### src/shared/gcs_pkg.sv
// ************************************************************
// constants for the glitchless clock switch
// ************************************************************
package gcs_pkg;

   // system clock period, picoseconds
   localparam int CLK_PERIOD_PS        = 10000;

   // axi4-lite address width and word offsets
   localparam int          AXI_ADDR_W  = 4;
   localparam logic [3:0]  CTRL_OFS    = 4'h0;
   localparam logic [3:0]  GATE_OFS    = 4'h4;
   localparam logic [3:0]  STAT_OFS    = 4'h8;

   // control register fields
   localparam int          CTRL_SEL_BIT   = 0;
   localparam int          CTRL_FORCE_BIT = 1;
   localparam int          CTRL_DLVL_BIT  = 2;
   localparam int          CTRL_SLEEP_BIT = 3;
   localparam logic [3:0]  CTRL_RESET     = 4'h8;
   localparam logic [31:0] GATE_RESET     = 32'h0000_0000;

   // status register fields
   localparam int          STAT_SRC_BIT   = 0;
   localparam int          STAT_DRAIN_BIT = 1;
   localparam int          STAT_PARK_BIT  = 2;
   localparam int          STAT_SLEEP_BIT = 3;

   // axi response codes
   localparam logic [1:0]  RESP_OKAY   = 2'h0;
   localparam logic [1:0]  RESP_SLVERR = 2'h2;

   // falling edges of the new clock seen while parked before restart
   localparam logic [1:0]  PARK_FALLS  = 2'h2;

   // gate disable time, longest, rounded down, at least one cycle
   localparam int GATE_DIS_TIME_PS     = 3500;
   localparam int GATE_DIS_CYCLES      = (GATE_DIS_TIME_PS / CLK_PERIOD_PS) < 1 ? 1
                                         : GATE_DIS_TIME_PS / CLK_PERIOD_PS;

   // sleep entry time, longest, rounded down
   localparam int SLEEP_ENTRY_TIME_US  = 100;
   localparam int SLEEP_ENTRY_CYCLES   = (SLEEP_ENTRY_TIME_US * 1000000) / CLK_PERIOD_PS;

   // switch states
   typedef enum logic [1:0] {ST_RUN, ST_DRAIN, ST_PARK} gcs_state_t;

endpackage : gcs_pkg

### src/rtl/gcs_sync3.sv
// ************************************************************
// three-stage pin synchroniser with agreement filter
// ************************************************************
module gcs_sync3
(
   input  wire logic aclk,
   input  wire logic aresetn,
   input  wire logic pin_in,
   output logic      level_out
);

   logic stage1_q;   // metastable stage, read only by stage2
   logic stage2_q;   // second stage
   logic stage3_q;   // third stage

   // shift chain; the level updates once stages two and three agree
   always_ff @(posedge aclk)
   begin
      if (!aresetn)
      begin
         stage1_q  <= 1'b0;
         stage2_q  <= 1'b0;
         stage3_q  <= 1'b0;
         level_out <= 1'b0;
      end
      else
      begin
         stage1_q <= pin_in;
         stage2_q <= stage1_q;
         stage3_q <= stage2_q;
         if (stage2_q == stage3_q)
            level_out <= stage3_q;
      end
   end

endmodule : gcs_sync3

### src/rtl/gcs_switch.sv
// Operation
// - park output low at next falling edge
// - stay parked at most three new cycles
// - restart on a rising edge of new clock
// - dead selected clock leaves output undefined
// - force rising parks output low at once
// - held force ignores deselected clock and select
// - sleep drives both output legs high
// - sleep reached within one hundred microseconds
// - gated output takes disabled level quickly
// - sleep_n low requests sleep
//
// The implementer's own choices: the placing of the registers and the AXI4-Lite interface to the registers.
module gcs_switch
   import gcs_pkg::*;
#(
   parameter int NUM_OUT            = 16,
   parameter int SLEEP_ENTRY_LIMIT  = SLEEP_ENTRY_CYCLES
)
(
   input  wire logic                  aclk,
   input  wire logic                  aresetn,
   input  wire logic                  clk_primary,
   input  wire logic                  clk_secondary,
   output logic [NUM_OUT-1:0]         clock_out,
   output logic [NUM_OUT-1:0]         clock_out_n,
   input  wire logic                  s_axi_awvalid,
   output logic                       s_axi_awready,
   input  wire logic [AXI_ADDR_W-1:0] s_axi_awaddr,
   input  wire logic                  s_axi_wvalid,
   output logic                       s_axi_wready,
   input  wire logic [31:0]           s_axi_wdata,
   input  wire logic [3:0]            s_axi_wstrb,
   output logic                       s_axi_bvalid,
   input  wire logic                  s_axi_bready,
   output logic [1:0]                 s_axi_bresp,
   input  wire logic                  s_axi_arvalid,
   output logic                       s_axi_arready,
   input  wire logic [AXI_ADDR_W-1:0] s_axi_araddr,
   output logic                       s_axi_rvalid,
   input  wire logic                  s_axi_rready,
   output logic [31:0]                s_axi_rdata,
   output logic [1:0]                 s_axi_rresp
);

   localparam int GateLat = GATE_DIS_CYCLES;

   // ************************************************************
   // helper functions
   // ************************************************************

   // word offset match on an aligned address
   function automatic logic word_hit(input logic [AXI_ADDR_W-1:0] addr,
                                     input logic [3:0] ofs);
      word_hit = (addr[AXI_ADDR_W-1:2] == ofs[3:2]);
   endfunction : word_hit

   // merge write data into a register under byte strobes
   function automatic logic [31:0] merge(input logic [31:0] old,
                                         input logic [31:0] data,
                                         input logic [3:0]  strb);
      merge = old;
      for (int i = 0; i < 4; i++)
         if (strb[i])
            merge[i*8 +: 8] = data[i*8 +: 8];
   endfunction : merge

   // ************************************************************
   // registers and bus slave state
   // ************************************************************
   logic [3:0]            ctrl_q;       // select, force, disabled level, sleep_n
   logic [NUM_OUT-1:0]    gate_q;       // output_gate_n, high disables an output
   logic                  aw_held_q;    // write address captured
   logic [AXI_ADDR_W-1:0] awaddr_q;     // captured write address
   logic                  w_held_q;     // write data captured
   logic [31:0]           wdata_q;      // captured write data
   logic [3:0]            wstrb_q;      // captured byte strobes
   logic                  bvalid_q;     // write response pending
   logic [1:0]            bresp_q;      // write response code
   logic                  rvalid_q;     // read data pending
   logic [31:0]           rdata_q;      // read data
   logic [1:0]            rresp_q;      // read response code

   wire        wr_fire  = aw_held_q && w_held_q && !bvalid_q;
   wire        wr_ctrl  = wr_fire && word_hit(awaddr_q, CTRL_OFS);
   wire        wr_gate  = wr_fire && word_hit(awaddr_q, GATE_OFS);
   wire        wr_ok    = wr_ctrl || wr_gate || word_hit(awaddr_q, STAT_OFS);
   wire        rd_fire  = s_axi_arvalid && !rvalid_q;
   wire        rd_ok    = word_hit(s_axi_araddr, CTRL_OFS) || word_hit(s_axi_araddr, GATE_OFS)
                          || word_hit(s_axi_araddr, STAT_OFS);
   wire [31:0] wr_merge = merge(word_hit(awaddr_q, CTRL_OFS) ? {28'h0, ctrl_q}
                                : 32'(gate_q), wdata_q, wstrb_q);

   // handshake outputs
   assign s_axi_awready = !aw_held_q && !bvalid_q;
   assign s_axi_wready  = !w_held_q && !bvalid_q;
   assign s_axi_bvalid  = bvalid_q;
   assign s_axi_bresp   = bresp_q;
   assign s_axi_arready = !rvalid_q;
   assign s_axi_rvalid  = rvalid_q;
   assign s_axi_rdata   = rdata_q;
   assign s_axi_rresp   = rresp_q;

   // capture address and data in either order, answer once both are in
   always_ff @(posedge aclk)
   begin
      if (!aresetn)
      begin
         aw_held_q <= 1'b0;
         w_held_q  <= 1'b0;
         bvalid_q  <= 1'b0;
         bresp_q   <= RESP_OKAY;
         awaddr_q  <= '0;
         wdata_q   <= 32'h0000_0000;
         wstrb_q   <= 4'h0;
      end
      else
      begin
         if (s_axi_awvalid && s_axi_awready)
         begin
            aw_held_q <= 1'b1;
            awaddr_q  <= s_axi_awaddr;
         end
         if (s_axi_wvalid && s_axi_wready)
         begin
            w_held_q <= 1'b1;
            wdata_q  <= s_axi_wdata;
            wstrb_q  <= s_axi_wstrb;
         end
         // response: unmapped addresses answer slverr
         if (wr_fire)
         begin
            aw_held_q <= 1'b0;
            w_held_q  <= 1'b0;
            bvalid_q  <= 1'b1;
            bresp_q   <= wr_ok ? RESP_OKAY : RESP_SLVERR;
         end
         else if (s_axi_bready)
            bvalid_q <= 1'b0;
      end
   end

   // software-written control and gate registers
   always_ff @(posedge aclk)
   begin
      if (!aresetn)
      begin
         ctrl_q <= CTRL_RESET;
         gate_q <= GATE_RESET[NUM_OUT-1:0];
      end
      else if (wr_ctrl)
         ctrl_q <= wr_merge[3:0];
      else if (wr_gate)
         gate_q <= wr_merge[NUM_OUT-1:0];
   end

   // ************************************************************
   // input clock sampling and control resynchronisation
   // ************************************************************
   logic       lvl_a;         // primary clock level, filtered
   logic       lvl_b;         // secondary clock level, filtered
   logic       lvl_a_prev_q;  // previous primary level
   logic       lvl_b_prev_q;  // previous secondary level
   logic [1:0] sel_sync_q;    // select resynchroniser
   logic [1:0] frc_sync_q;    // force resynchroniser
   logic       frc_prev_q;    // force level last cycle

   gcs_sync3 u_sync_a
   (
      .aclk      (aclk),
      .aresetn   (aresetn),
      .pin_in    (clk_primary),
      .level_out (lvl_a)
   );

   gcs_sync3 u_sync_b
   (
      .aclk      (aclk),
      .aresetn   (aresetn),
      .pin_in    (clk_secondary),
      .level_out (lvl_b)
   );

   // two-flop staging of select and force
   always_ff @(posedge aclk)
   begin
      if (!aresetn)
      begin
         sel_sync_q   <= 2'h0;
         frc_sync_q   <= 2'h0;
         frc_prev_q   <= 1'b0;
         lvl_a_prev_q <= 1'b0;
         lvl_b_prev_q <= 1'b0;
      end
      else
      begin
         sel_sync_q   <= {sel_sync_q[0], ctrl_q[CTRL_SEL_BIT]};
         frc_sync_q   <= {frc_sync_q[0], ctrl_q[CTRL_FORCE_BIT]};
         frc_prev_q   <= frc_sync_q[1];
         lvl_a_prev_q <= lvl_a;
         lvl_b_prev_q <= lvl_b;
      end
   end

   // ************************************************************
   // switch state machine
   // ************************************************************
   gcs_state_t st_q;        // switch state
   gcs_state_t st_d;
   logic       cur_sel_q;   // active source, 1 = secondary
   logic       cur_sel_d;
   logic [1:0] falls_q;     // new-clock falling edges while parked
   logic [1:0] falls_d;
   logic       clk_q;       // switched clock before output gating
   logic       clk_d;

   wire sel_s    = sel_sync_q[1];
   wire frc_s    = frc_sync_q[1];
   wire frc_rise = frc_s && !frc_prev_q;
   // only the active source is ever looked at
   wire cur_lvl  = cur_sel_q ? lvl_b : lvl_a;
   wire cur_prev = cur_sel_q ? lvl_b_prev_q : lvl_a_prev_q;
   wire cur_rise = cur_lvl && !cur_prev;
   wire cur_fall = !cur_lvl && cur_prev;

   // next-state logic; a dead active clock leaves clk_q wherever it was
   always_comb
   begin
      st_d      = st_q;
      cur_sel_d = cur_sel_q;
      falls_d   = falls_q;
      clk_d     = clk_q;
      // force rising parks low at once and retargets to select
      if (frc_rise)
      begin
         st_d      = ST_PARK;
         cur_sel_d = sel_s;
         falls_d   = 2'h0;
         clk_d     = 1'b0;
      end
      else
      begin
         unique case (st_q)
            ST_RUN:
            begin
               clk_d = cur_lvl;
               // select changes are ignored while force is held
               if (!frc_s && sel_s != cur_sel_q)
                  st_d = ST_DRAIN;
            end
            ST_DRAIN:
            begin
               // keep following the old clock until it falls
               if (!clk_q)
               begin
                  st_d      = ST_PARK;
                  cur_sel_d = sel_s;
                  falls_d   = 2'h0;
               end
               else
                  clk_d = cur_lvl;
            end
            ST_PARK:
            begin
               // count falling edges of the new clock while low
               clk_d = 1'b0;
               if (cur_fall && falls_q != PARK_FALLS)
                  falls_d = falls_q + 2'h1;
               // restart exactly on a rising edge
               if (falls_q == PARK_FALLS && cur_rise)
               begin
                  st_d  = ST_RUN;
                  clk_d = 1'b1;
               end
            end
         endcase
      end
   end

   // state registers; no output value is assumed for a dead clock
   always_ff @(posedge aclk)
   begin
      if (!aresetn)
      begin
         st_q      <= ST_PARK;
         cur_sel_q <= 1'b0;
         falls_q   <= 2'h0;
         clk_q     <= 1'b0;
      end
      else
      begin
         st_q      <= st_d;
         cur_sel_q <= cur_sel_d;
         falls_q   <= falls_d;
         clk_q     <= clk_d;
      end
   end

   // ************************************************************
   // output legs, gating and sleep
   // ************************************************************
   wire                sleep_n   = ctrl_q[CTRL_SLEEP_BIT];
   wire                dis_level = ctrl_q[CTRL_DLVL_BIT];
   // gated outputs take the disabled level
   wire [NUM_OUT-1:0]  leg_true  = (~gate_q & {NUM_OUT{clk_q}}) | (gate_q & {NUM_OUT{dis_level}});
   wire [NUM_OUT-1:0]  true_d    = sleep_n ? leg_true : {NUM_OUT{1'b1}};
   wire [NUM_OUT-1:0]  comp_d    = sleep_n ? ~leg_true : {NUM_OUT{1'b1}};

   // registered legs; sleep_n low means power-down
   always_ff @(posedge aclk)
   begin
      if (!aresetn)
      begin
         clock_out   <= '0;
         clock_out_n <= '1;
      end
      else
      begin
         clock_out   <= true_d;
         clock_out_n <= comp_d;
      end
   end

   // read data and status
   always_ff @(posedge aclk)
   begin
      if (!aresetn)
      begin
         rvalid_q <= 1'b0;
         rdata_q  <= 32'h0000_0000;
         rresp_q  <= RESP_OKAY;
      end
      else if (rd_fire)
      begin
         rvalid_q <= 1'b1;
         rresp_q  <= rd_ok ? RESP_OKAY : RESP_SLVERR;
         if (word_hit(s_axi_araddr, CTRL_OFS))
            rdata_q <= {28'h0, ctrl_q};
         else if (word_hit(s_axi_araddr, GATE_OFS))
            rdata_q <= 32'(gate_q);
         else if (word_hit(s_axi_araddr, STAT_OFS))
            rdata_q <= {28'h0, !sleep_n, st_q == ST_PARK, st_q == ST_DRAIN, cur_sel_q};
         else
            rdata_q <= 32'h0000_0000;
      end
      else if (s_axi_rready)
         rvalid_q <= 1'b0;
   end

   logic [31:0] sleep_wait_q;   // cycles spent asleep without both legs high
   always_ff @(posedge aclk)
   begin
      if (!aresetn || sleep_n || (&clock_out && &clock_out_n))
         sleep_wait_q <= 32'h0000_0000;
      else
         sleep_wait_q <= sleep_wait_q + 32'h0000_0001;
   end
endmodule : gcs_switch

### config.mk
export PLATFORM = sky130hd
export DESIGN_NAME = gcs_switch
export DESIGN_NICKNAME = d
export VERILOG_FILES = /design/src/shared/gcs_pkg.sv /design/src/rtl/gcs_sync3.sv /design/src/rtl/gcs_switch.sv
export SDC_FILE = /design/constraint.sdc
export NUM_CORES = 1
export LEC_CHECK = 0
export BUFFER_PORTS_ARGS = -buffer_cell sky130_fd_sc_hd__buf_2
export CAP_MARGIN = 20
export CORE_MARGIN = 5
export CORE_UTILIZATION = 30
export DETAILED_ROUTE_END_ITERATION = 16
export SLEW_MARGIN = 20
export SYNTH_ARGS = -nofsm -noshare
export SYNTH_HDL_FRONTEND = slang
export SYNTH_SLANG_ARGS = --single-unit
### constraint.sdc
create_clock -name aclk -period 4.6 [get_ports aclk]
set_clock_uncertainty 0.05 [all_clocks]
set_input_delay 0.92 -clock aclk [delete_from_list [all_inputs] [get_ports aclk]]
set_output_delay 0.92 -clock aclk [all_outputs]
set_load 0.02 [all_outputs]
* After elaboration in Yosys (flattened, before gate mapping) *
Cells that the tools add are included.

operators by class
  bitwise operators = 7
  equal/unequal tests = 16
  reductions and logical operators = 46
  add/sub/neg operators = 1
  mux-type cells = 28

operators by type and width
  kind                   number
  $mux W16               4
  $and A16 B16 Y16       2
  $not A16 Y16           2
  $mux W8                2
  $or A16 B16 Y16        1
  $logic_and A1 B1 Y1    15
  $mux W2                7
  $reduce_and A3 Y1      4
  $reduce_bool A2 Y1     6
  $mux W1                11
  $ne A2 B2 Y1 const B   5
  $logic_not A1 Y1       9
  $eq A2 B2 Y1 const B   4
  $eq A2 B1 Y1 const B   3
  $logic_not A2 Y1       3
  $pmux W2 S3            1
  $reduce_and A2 Y1      3
  $logic_or A1 B1 Y1     4
  $mux W4                1
  $pmux W2 S2            1
  $reduce_or A2 Y1       2
  $pmux W1 S3            1
  $add A2 B1 Y2 const B  1
  $eq A1 B1 Y1           2
  other kinds (3)        4

word-level totals
  bits of input ports = 53
  register bits after elaboration = 135
  word-level logic and storage cells = 131

* Logic depth before layout (Yosys ltp) *
Gate-level depths: netlist of the first run.

  word-level depth = 6
  depth in mapped cells = 7
  mapped depth without buffers = 6

* By module *
Synthesis of the first run repeated with hierarchy kept, for this count alone.

unflattened totals
  cell total of the unflattened synthesis = 468
  area, all modules = 4655.7 µm²

by module, submodules not included
  module      sequential area each (µm²)  instances  area an instance (µm²)  cells each
  gcs_switch  2142.1                      1          4423.0                  448
  gcs_sync3   80.1                        2          116.4                   10

* Least setup slack after synthesis of the first run *
Ideal clock, no wire load.

  kind = input-to-reg
  start = input s_axi_araddr[3]
  end = register rdata_q[10], in the netlist s_axi_rdata[10]
  arrival time = 1.774 ns
  stages = 6
  buffers on the path = 2
  slack = 2.710 ns
  data required time = 4.485 ns
  cells stage by stage = buf_2 -> nor2b_1 -> and2_1 -> buf_4 -> a22oi_1 -> nor2b_1

on the way
  longest elaborated chain between the ends = 3
  elaborated cells on any way between the ends = 4
  those cells by class = eq/ne: 1; mux: 2; reduce/logical: 1

ends and longest elaborated chain
  what                  RTL line           source
  from (decl)           gcs_switch.sv:39   input wire logic [AXI_ADDR_W-1:0] s_axi_araddr,
  $eq A2 B1 Y1          gcs_switch.sv:55   word_hit = (addr[AXI_ADDR_W-1:2] == ofs[3:2]);
  $mux W16              gcs_switch.sv:339  else if (word_hit(s_axi_araddr, GATE_OFS))
  $mux W16 (*)          gcs_switch.sv:337  if (word_hit(s_axi_araddr, CTRL_OFS))
  to (signal assigned)  gcs_switch.sv:338  rdata_q <= {28'h0, ctrl_q};
  to (signal assigned)  gcs_switch.sv:340  rdata_q <= 32'(gate_q);
  to (signal assigned)  gcs_switch.sv:342  rdata_q <= {28'h0, !sleep_n, st_q == ST_PARK, st_q == ST_DRAIN, cur_sel_q};
  to (decl)             gcs_switch.sv:81   logic [31:0] rdata_q;

Every way passes the cells marked *; elsewhere a longest branch is shown, timed or not.
A chain may end at the register's enable or synchronous reset.

==> impl_metrics.tcl, run 1 <==
set metrics [dict create \
    synthFlopType "dfxtp_1" \
    setup_tns_ns 0 \
    synth-seq-cells 115 \
    drt_iter0_markers 170 \
    syn_inst 469 \
    multi_input_area_sq_um 2080 \
    crit_required_ns 4.88 \
    setup_viol 0 \
    crit_slowest_cell "buf_2" \
    dieArea_sq_um 18100 \
    crit_buf_inv 2 \
    insertion_delay_ns 0.41 \
    synth_seq_area_share 0.495 \
    synth_top_family_by_area "simple AND/OR/NAND/NOR gates" \
    grt_pass1_vias 3243 \
    async_flop_share 0 \
    ir_drop_mv 0.243 \
    htreeDepth 4 \
    cp.arrival_ns 2.40 \
    powerDensity_nw_per_um2 457 \
    drive_above_1_share 0.254 \
    route.met3.wl_um 567 \
    ys_types 51 \
    rows 45 \
    final_period_minus_worst_setup_slack_ns 2.12 \
    status "completed" \
    nFillCells 1526 \
    synth_area_leaders "dfxtp_1 50%, a21boi_0 6.9%, mux2i_1 5.8%" \
    die_h_um 134 \
    route.met2.wl_um 4740 \
    grt_pass1_wl_um 16500 \
    die_w_um 134 \
    maxCapViolCount 0 \
    first_pass_iters 4 \
    gr-total-overflow 0 \
    worst-path-max-fanout 50 \
    wirelength_um 10500 \
    synthXorXnorAreaFrac 0.00377 \
    seq_area_sq_um 2300 \
    coreArea_sq_um 15200 \
    rsz0062_at_grt "false" \
    worst-r2r-setup-slack_ns 2.87 \
    syn2layout_area_growth_pct 21.9 \
    fin_crit_sh 0.462 \
    syn-cell-area_sq_um 4650 \
    yosys.area_share.simple 0.192 \
    synth_fa_ha_area_frac 0.0108 \
    dp_cells 712 \
    grt_usage 0.115 \
    crit_family "buffers and inverters" \
    endpoint_kind "flip-flop" \
    synth_edf_count 0 \
    ios 126 \
    synthMuxAreaShare 0.0679 \
    hp-class "flip-flop to flip-flop" \
    cp-start-kind "input port" \
    maxUsedRoutingLayer "met4" \
    critical_path_class "input port to flip-flop" \
    slew_viol_final 0 \
    fmax_mhz 471 \
    tightest_slew_ns 0.692 \
    antenna_left 0 \
    yosysTopAreaCell "dfxtp_1" \
    leakage_uw 0.00222 \
    postCtsHoldBufs 0 \
    drt-met1-wl_um 4990 \
    antenna_found_initial 1 \
    cts_tree "yes" \
    grt_max_degree 51 \
    cts_resized 0 \
    root_buffer "clkbuf_16" \
    drc 0 \
    path_clk_slew_ns 0.05 \
    stdcell_count 745 \
    timing.final.hold_violations 0 \
    path_cells "buf_2, buf_4, nand2_1, o22ai_1" \
    synth_warnings 0 \
    io_buffers 85 \
    cts_setup_buffers 0 \
    cp_slowest_stage_delay_ns 0.54 \
    relSlewSlack 0.539 \
    clock_path_buffers 2 \
    netlist.area_leader.share 0.495 \
    final_util 0.373 \
    avgViaCountPerCell 4.50 \
    nets 600 \
    synth.avg_cell_area_sq_um 9.91 \
    synth_compound_area_frac 0.158 \
    wl_per_cell_um 14.1 \
    cts_made_buffers 17 \
    hpwl_um 7700 \
    vias 3352 \
    initial_core_util 0.306 \
    gp_congestion 0.772 \
    clock_sinks 115 \
]
==> cell families after synthesis <==
group,count (synthesis)
compound gates,95
simple gates,167
xor+xnor,2
fa+ha+maj,4
buf+inv,54
other cells,1
flops,115
mux,31
==> per-stage QoR <==
| stage | hold WS [ns] | worst slack (ns) | instance area, sq um | total power, uW |
|---|---|---|---|---|
| 3_5_place_dp | 0.367 | 2.05 | 5070 | 1320 |
| 5_1_grt | 0.396 | 2.29 | 5670 | 2700 |
| 3_3_place_gp | 0.365 | 2.07 | 5070 | 1310 |
| 6_report | 0.381 | 2.48 | 5670 | 2590 |
| 2_1_floorplan | 0.362 | 2.71 | 4710 | 1270 |
| 4_1_cts | 0.382 | 2.44 | 5660 | 2620 |
==> where the power goes <==
part	total (uW)	leakage, uW	switching, uW	internal, uW
Sequential	1060	0.000933	26.7	1030
Combinational	240	0.00100	151	88.6
Clock	1290	0.000289	456	839
Total	2590	0.00222	634	1960
==> area by class of cell <==
class,count,share of cell area
sequential,115,0.406
multi-input combinational,317,0.366
clock buffer,20,0.0824
timing repair buffer,86,0.0764
tap,188,0.0415
clock inverter,12,0.0227
inverter,6,0.00397
antenna,1,0.000442
==> placed cells by master, fill, tap and decap left out, types with 3 or more instances in the layout <==
cell and instances:
mux2_2 4, nand3_2 6, mux2i_1 27, o21ai_0 3, clkinvlp_4 3, clkbuf_16 17, inv_1 6, a21boi_0 43
conb_1 18, o211ai_1 4, buf_2 85, nand3_1 15, clkbuf_8 3, o22ai_1 3, nand2_1 72, dfxtp_1 115
ha_1 4, a21boi_2 6, clkinv_2 4, a22oi_1 12, nor2b_1 20, and2_1 17, a31oi_1 3, nor2_1 5
o211a_1 5, nand2b_1 19, a21oi_1 4
==> sequential cells by signal (all words and copies together), names as in the netlist, 4 cells and up <==
name         count
s_axi_rdata     16
clock_out       16
clock_out_n     16
ctrl_q           4
gate_q          16
wdata_q         16
==> final timing paths <==
path,start,endpoint,depth (start not counted)
worst max-delay path,aresetn,gate_q[2],4
worst min register to register,u_sync_b.stage1_q,u_sync_b.stage2_q,1
worst min-delay path,u_sync_b.stage1_q,u_sync_b.stage2_q,1
worst max register to register,s_axi_rvalid,s_axi_rdata[7],4
==> synthesized netlist by cell type, types with 4 or more instances <==
cell and n:
buf_4 24, o211a_1 5, nor2_1 5, and2_1 17, a21oi_1 4, nand2b_1 19
inv_1 6, clkbuf_1 14, nor2b_1 20, nand3_2 6, dfxtp_1 115, mux2_2 4
a22oi_1 12, o211ai_1 4, nand3_1 15, buf_2 6, a21boi_0 43, mux2i_1 27
nand2_1 72, a21boi_2 6, ha_1 4
==> routing by layer <==
metal  vias to the layer above  global-route usage
li1                       1714                   -
met1                      1528               0.153
met2                        95               0.171
met3                        15              0.0320
met4                         0              0.0622
met5                         -                   0
(Power assumes the default switching activity.)
==> inputs of run 2 (changes only) <==
- clock period: 4.6 -> 1.95 ns (I/O delays scaled with it)
==> run 2 against run 1 <==
Net effect:
- non-clock buffer count increased by 8
- power is 140% higher
- sequential share of layout area shrank 0.37 points
- first-iteration DRC count is 0.59% higher
- critical endpoint is now st_q[1]
- critical path type is now flip-flop to flip-flop
- highest routed layer unchanged
- hold slack lost 0.24 ns
==> impl_metrics.tcl, run 2 (synthesis results as in run 1) <==
set metrics [dict create \
    worst-r2r-setup-slack_ns 0.27 \
    gp_congestion 0.747 \
    final_util 0.376 \
    setup_viol 0 \
    worst-path-max-fanout 6 \
    timing.hold.ws_ns 0.146 \
    io_buffers 85 \
    path_clk_slew_ns 0.05 \
    nets 608 \
    drt-met1-wl_um 5040 \
    cp.arrival_ns 1.91 \
    placed_cell_area_sq_um 5130 \
    wirelength_um 10500 \
    leakage_uw 0.00226 \
    p_comb_frac 0.096 \
    gr-total-overflow 0 \
    rsz0062_at_grt "false" \
    drive_above_1_share 0.255 \
    avgViaCountPerCell 4.53 \
    syn2layout_area_growth_pct 23.1 \
    postCtsHoldBufs 0 \
    endpoint_kind "flip-flop" \
    layout_common_cells "115 x dfxtp_1, 85 x buf_2, 72 x nand2_1" \
    grt_max_degree 43 \
    final_period_minus_worst_setup_slack_ns 1.68 \
    htreeDepth 4 \
    hold_depth 2 \
    cp-start-kind "flip-flop" \
    ir_drop_mv 0.525 \
    maxCapViolCount 0 \
    r2r-end "st_q[1]" \
    nFillCells 1502 \
    grt_usage 0.120 \
    cts_setup_buffers 0 \
    dieArea_sq_um 18100 \
    seqPwrFrac 0.406 \
    seq_area_sq_um 2300 \
    crit_required_ns 2.18 \
    cts_tree "yes" \
    status "completed" \
    rows 45 \
    hold_end "u_sync_b.stage1_q" \
    clock_sinks 115 \
    antenna_left 0 \
    hp-class "input port to flip-flop" \
    root_buffer "clkbuf_16" \
    route.met3.wl_um 596 \
    grt_pass1_vias 3351 \
    clkPwrFrac 0.499 \
    grt_pass1_wl_um 17300 \
    internal_power_uw 4690 \
    ios 126 \
    wl_per_cell_um 14.0 \
    cts_made_buffers 17 \
    hpwl_um 7810 \
    initial_core_util 0.306 \
    swShare 0.236 \
    multi_input_area_sq_um 2080 \
    slew_viol_final 0 \
    rr_worst_depth 6 \
    maxUsedRoutingLayer "met4" \
    route.met2.wl_um 4690 \
    relSlewSlack 0.566 \
    die_h_um 134 \
    switching_power_uw 1450 \
    tightest_slew_ns 0.651 \
    clock_path_buffers 2 \
    drt_iter0_markers 171 \
    vias 3408 \
    coreArea_sq_um 15200 \
    cts_resized 0 \
    min_from "clk_secondary" \
    setup_tns_ns 0 \
    powerDensity_nw_per_um2 1070 \
    r2r-start "st_q[1]" \
    insertion_delay_ns 0.40 \
    fmax_mhz 595 \
    fin_crit_sh 0.863 \
    final_common_cell "dfxtp_1" \
    stdcell_area_sq_um 5720 \
    p_total_uw 6140 \
    drc 0 \
    critical_path_class "flip-flop to flip-flop" \
    die_w_um 134 \
    first_pass_iters 4 \
    antenna_found_initial 1 \
    timing.final.hold_violations 0 \
]
[run 2: critical path, stage by stage, from the launching register on]
cell     delay, ns
dfxtp_1       0.33
inv_1         0.07
ha_1          0.26
a22o_1        0.25
a21oi_2       0.18
a21oi_1       0.08
or3b_1        0.34
[run 2: routing by layer]
| metal | vias up | GRT usage |
|---|---|---|
| met5 | - | 0 |
| met4 | 0 | 0.0549 |
| met3 | 19 | 0.0402 |
| met2 | 105 | 0.175 |
| met1 | 1556 | 0.159 |
| li1 | 1728 | - |
[run 2: cell type report]
class,instances,share of cell area
antenna,1,0.000438
inverter,6,0.00394
clock inverter,9,0.0228
timing repair buffer,94,0.0862
sequential,115,0.403
tap,188,0.0411
multi-input combinational,317,0.363
clock buffer,23,0.0801
[run 2: power by group through the flow]
| stage | Combinational (uW) | Clock, uW | Sequential [uW] |
|---|---|---|---|
| floorplan | 455 | 0 | 2540 |
| global placement | 565 | 0 | 2530 |
| detailed placement | 586 | 0 | 2540 |
| CTS | 588 | 3120 | 2490 |
| global route | 644 | 3250 | 2500 |
| finish | 587 | 3060 | 2490 |
[run 2: stage by stage]
| step | instances | setup WS, ns |
|---|---|---|
| floorplan | 486 | 0.409 |
| global placement | 720 | 0.331 |
| detailed placement | 720 | 0.282 |
| CTS | 752 | 0.270 |
| global route | 753 | 0.183 |
| finish | 753 | 0.268 |
[run 2: worst max-delay path by stage]
stage,startpoint,endpoint,slack (ns),depth (start not counted)
floorplan,st_q[1],st_q[1],0.41,6
global placement,st_q[1],st_q[1],0.33,6
detailed placement,st_q[1],st_q[1],0.28,6
CTS,st_q[1],st_q[1],0.27,6
global route,st_q[1],st_q[1],0.18,6
finish,st_q[1],st_q[1],0.27,6
==> inputs of run 3 (changes only) <==
- GPL_TIMING_DRIVEN: default -> 0
- clock period: 1.95 -> 1.9 ns (I/O delays scaled with it)
==> run 3 against run 2 <==
Net effect:
- register-to-register slack lost 0.06 ns
- sequential power grew 2%
- utilization increased by 1.7 points
- first-iteration DRC count down 12%
- clock-buffer cell count did not move
- clock power up 6.5%
- global-route usage increased by 0.52 points
- worst setup slack worse by 0.063 ns
- sequential share of layout area down 1.8 points
- combinational power grew 13%
==> impl_metrics.tcl, run 3 (synthesis results as in run 1) <==
set metrics [dict create \
    rr_worst_depth 6 \
    hpwl_um 8610 \
    wirelength_um 11000 \
    tightest_slew_ns 0.512 \
    grt_pass1_wl_um 17900 \
    ir_drop_mv 0.633 \
    htreeDepth 4 \
    timing.hold.ws_ns 0.136 \
    min_from "clk_secondary" \
    rsz0062_at_grt "false" \
    stdcell_area_sq_um 5980 \
    cts_made_buffers 17 \
    gr-total-overflow 0 \
    insertion_delay_ns 0.40 \
    final_util 0.393 \
    pre_cts_slack_ns 0.149 \
    fin_ws_ns 0.205 \
    fin_crit_sh 0.892 \
    timing.final.hold_violations 0 \
    avgViaCountPerCell 4.47 \
    worst-path-max-fanout 6 \
    hold_end "u_sync_b.stage1_q" \
    wl_per_cell_um 14.0 \
    vias 3529 \
    initial_core_util 0.306 \
    first_pass_iters 4 \
    maxCapViolCount 0 \
    powerDensity_nw_per_um2 1080 \
    cts_setup_buffers 0 \
    cts_tree "yes" \
    gp_congestion 0.788 \
    placed_cell_area_sq_um 5370 \
    relSlewSlack 0.659 \
    grt_max_degree 17 \
    clock_path_buffers 2 \
    slew_viol_final 0 \
    drive_above_1_share 0.283 \
    syn2layout_area_growth_pct 28.7 \
    status "completed" \
    hp-class "input port to flip-flop" \
    r2r-start "st_q[1]" \
    critical_path_class "flip-flop to flip-flop" \
    die_h_um 134 \
    drc 0 \
    coreArea_sq_um 15200 \
    setup_viol 0 \
    nFillCells 1487 \
    antenna_found_initial 1 \
    postCtsHoldBufs 0 \
    clock_sinks 115 \
    endpoint_kind "flip-flop" \
    grt_pass1_vias 3526 \
    die_w_um 134 \
    rows 45 \
    drt_iter0_markers 150 \
    fmax_mhz 590 \
    grt_usage 0.125 \
    setup_tns_ns 0 \
    leakage_uw 0.00242 \
    crit_required_ns 2.13 \
    cp-start-kind "flip-flop" \
    r2r-end "st_q[1]" \
    path_clk_slew_ns 0.05 \
    cts_resized 0 \
    dieArea_sq_um 18100 \
    final_common_cell "dfxtp_1" \
    antenna_left 0 \
    hold_depth 2 \
    ios 126 \
    worst-r2r-setup-slack_ns 0.20 \
    io_buffers 84 \
    cp.arrival_ns 1.93 \
    nets 646 \
    final_period_minus_worst_setup_slack_ns 1.70 \
    layout_common_cells "115 x dfxtp_1, 90 x buf_2, 72 x nand2_1" \
    root_buffer "clkbuf_16" \
]
## run 3: cell count changes in the layout (fill, tap and decap cells not counted)
cell | before | now
clkbuf_1 | 5 | 16
buf_2 | 85 | 90
clkbuf_8 | 1 | 4
clkbuf_2 | 0 | 1
buf_12 | 0 | 1
buf_4 | 9 | 24
buf_6 | 0 | 2
clkinv_2 | 3 | 2
## run 3: worst max-delay path by stage
stage,startpoint,to,slack [ns]
final,st_q[1],st_q[1],0.20
after global routing,st_q[1],st_q[1],0.13
after CTS,st_q[1],st_q[1],0.19
after detailed placement,aresetn,clock_out[12],0.15
after global placement,aresetn,clock_out[12],0.18
after floorplan,st_q[1],st_q[1],0.36
## run 3: worst max-delay path, stage by stage (launching register included)
cell and delay, ns:
dfxtp_1 0.33, inv_1 0.08, ha_1 0.26, a22o_1 0.24, a21oi_2 0.17, a21oi_1 0.09
or3b_1 0.35
## run 3: report_power, final
group          switching, uW  leakage, uW  internal [uW]
sequential              48.9     0.000933           2490
clock                   1070     0.000299           2190
combinational            401      0.00119            260
## run 3: per-stage QoR
stage	power, uW	instances
3_3_place_gp	3230	758
4_1_cts	6520	789
5_1_grt	6750	790
2_1_floorplan	3070	486
6_report	6470	790
3_5_place_dp	3260	758
## run 3: metal layers
layer,up-vias,part of all wire,track usage
met2,109,0.45,0.191
met5,-,0,0
met3,17,0.061,0.0428
li1,1799,-,-
met4,0,0.023,0.0554
met1,1604,0.46,0.160
## run 3: cell type report
type / count / area (sq um) / area share
clock buffer: 23 / 488 / 0.0816
clock inverter: 8 / 125 / 0.0209
buffer: 48 / 310 / 0.0519
timing repair buffer: 84 / 420 / 0.0703
inverter: 6 / 22.5 / 0.00376
sequential: 115 / 2300 / 0.385
tap: 188 / 235 / 0.0393
multi-input combinational: 317 / 2080 / 0.347
antenna: 1 / 2.50 / 0.000418
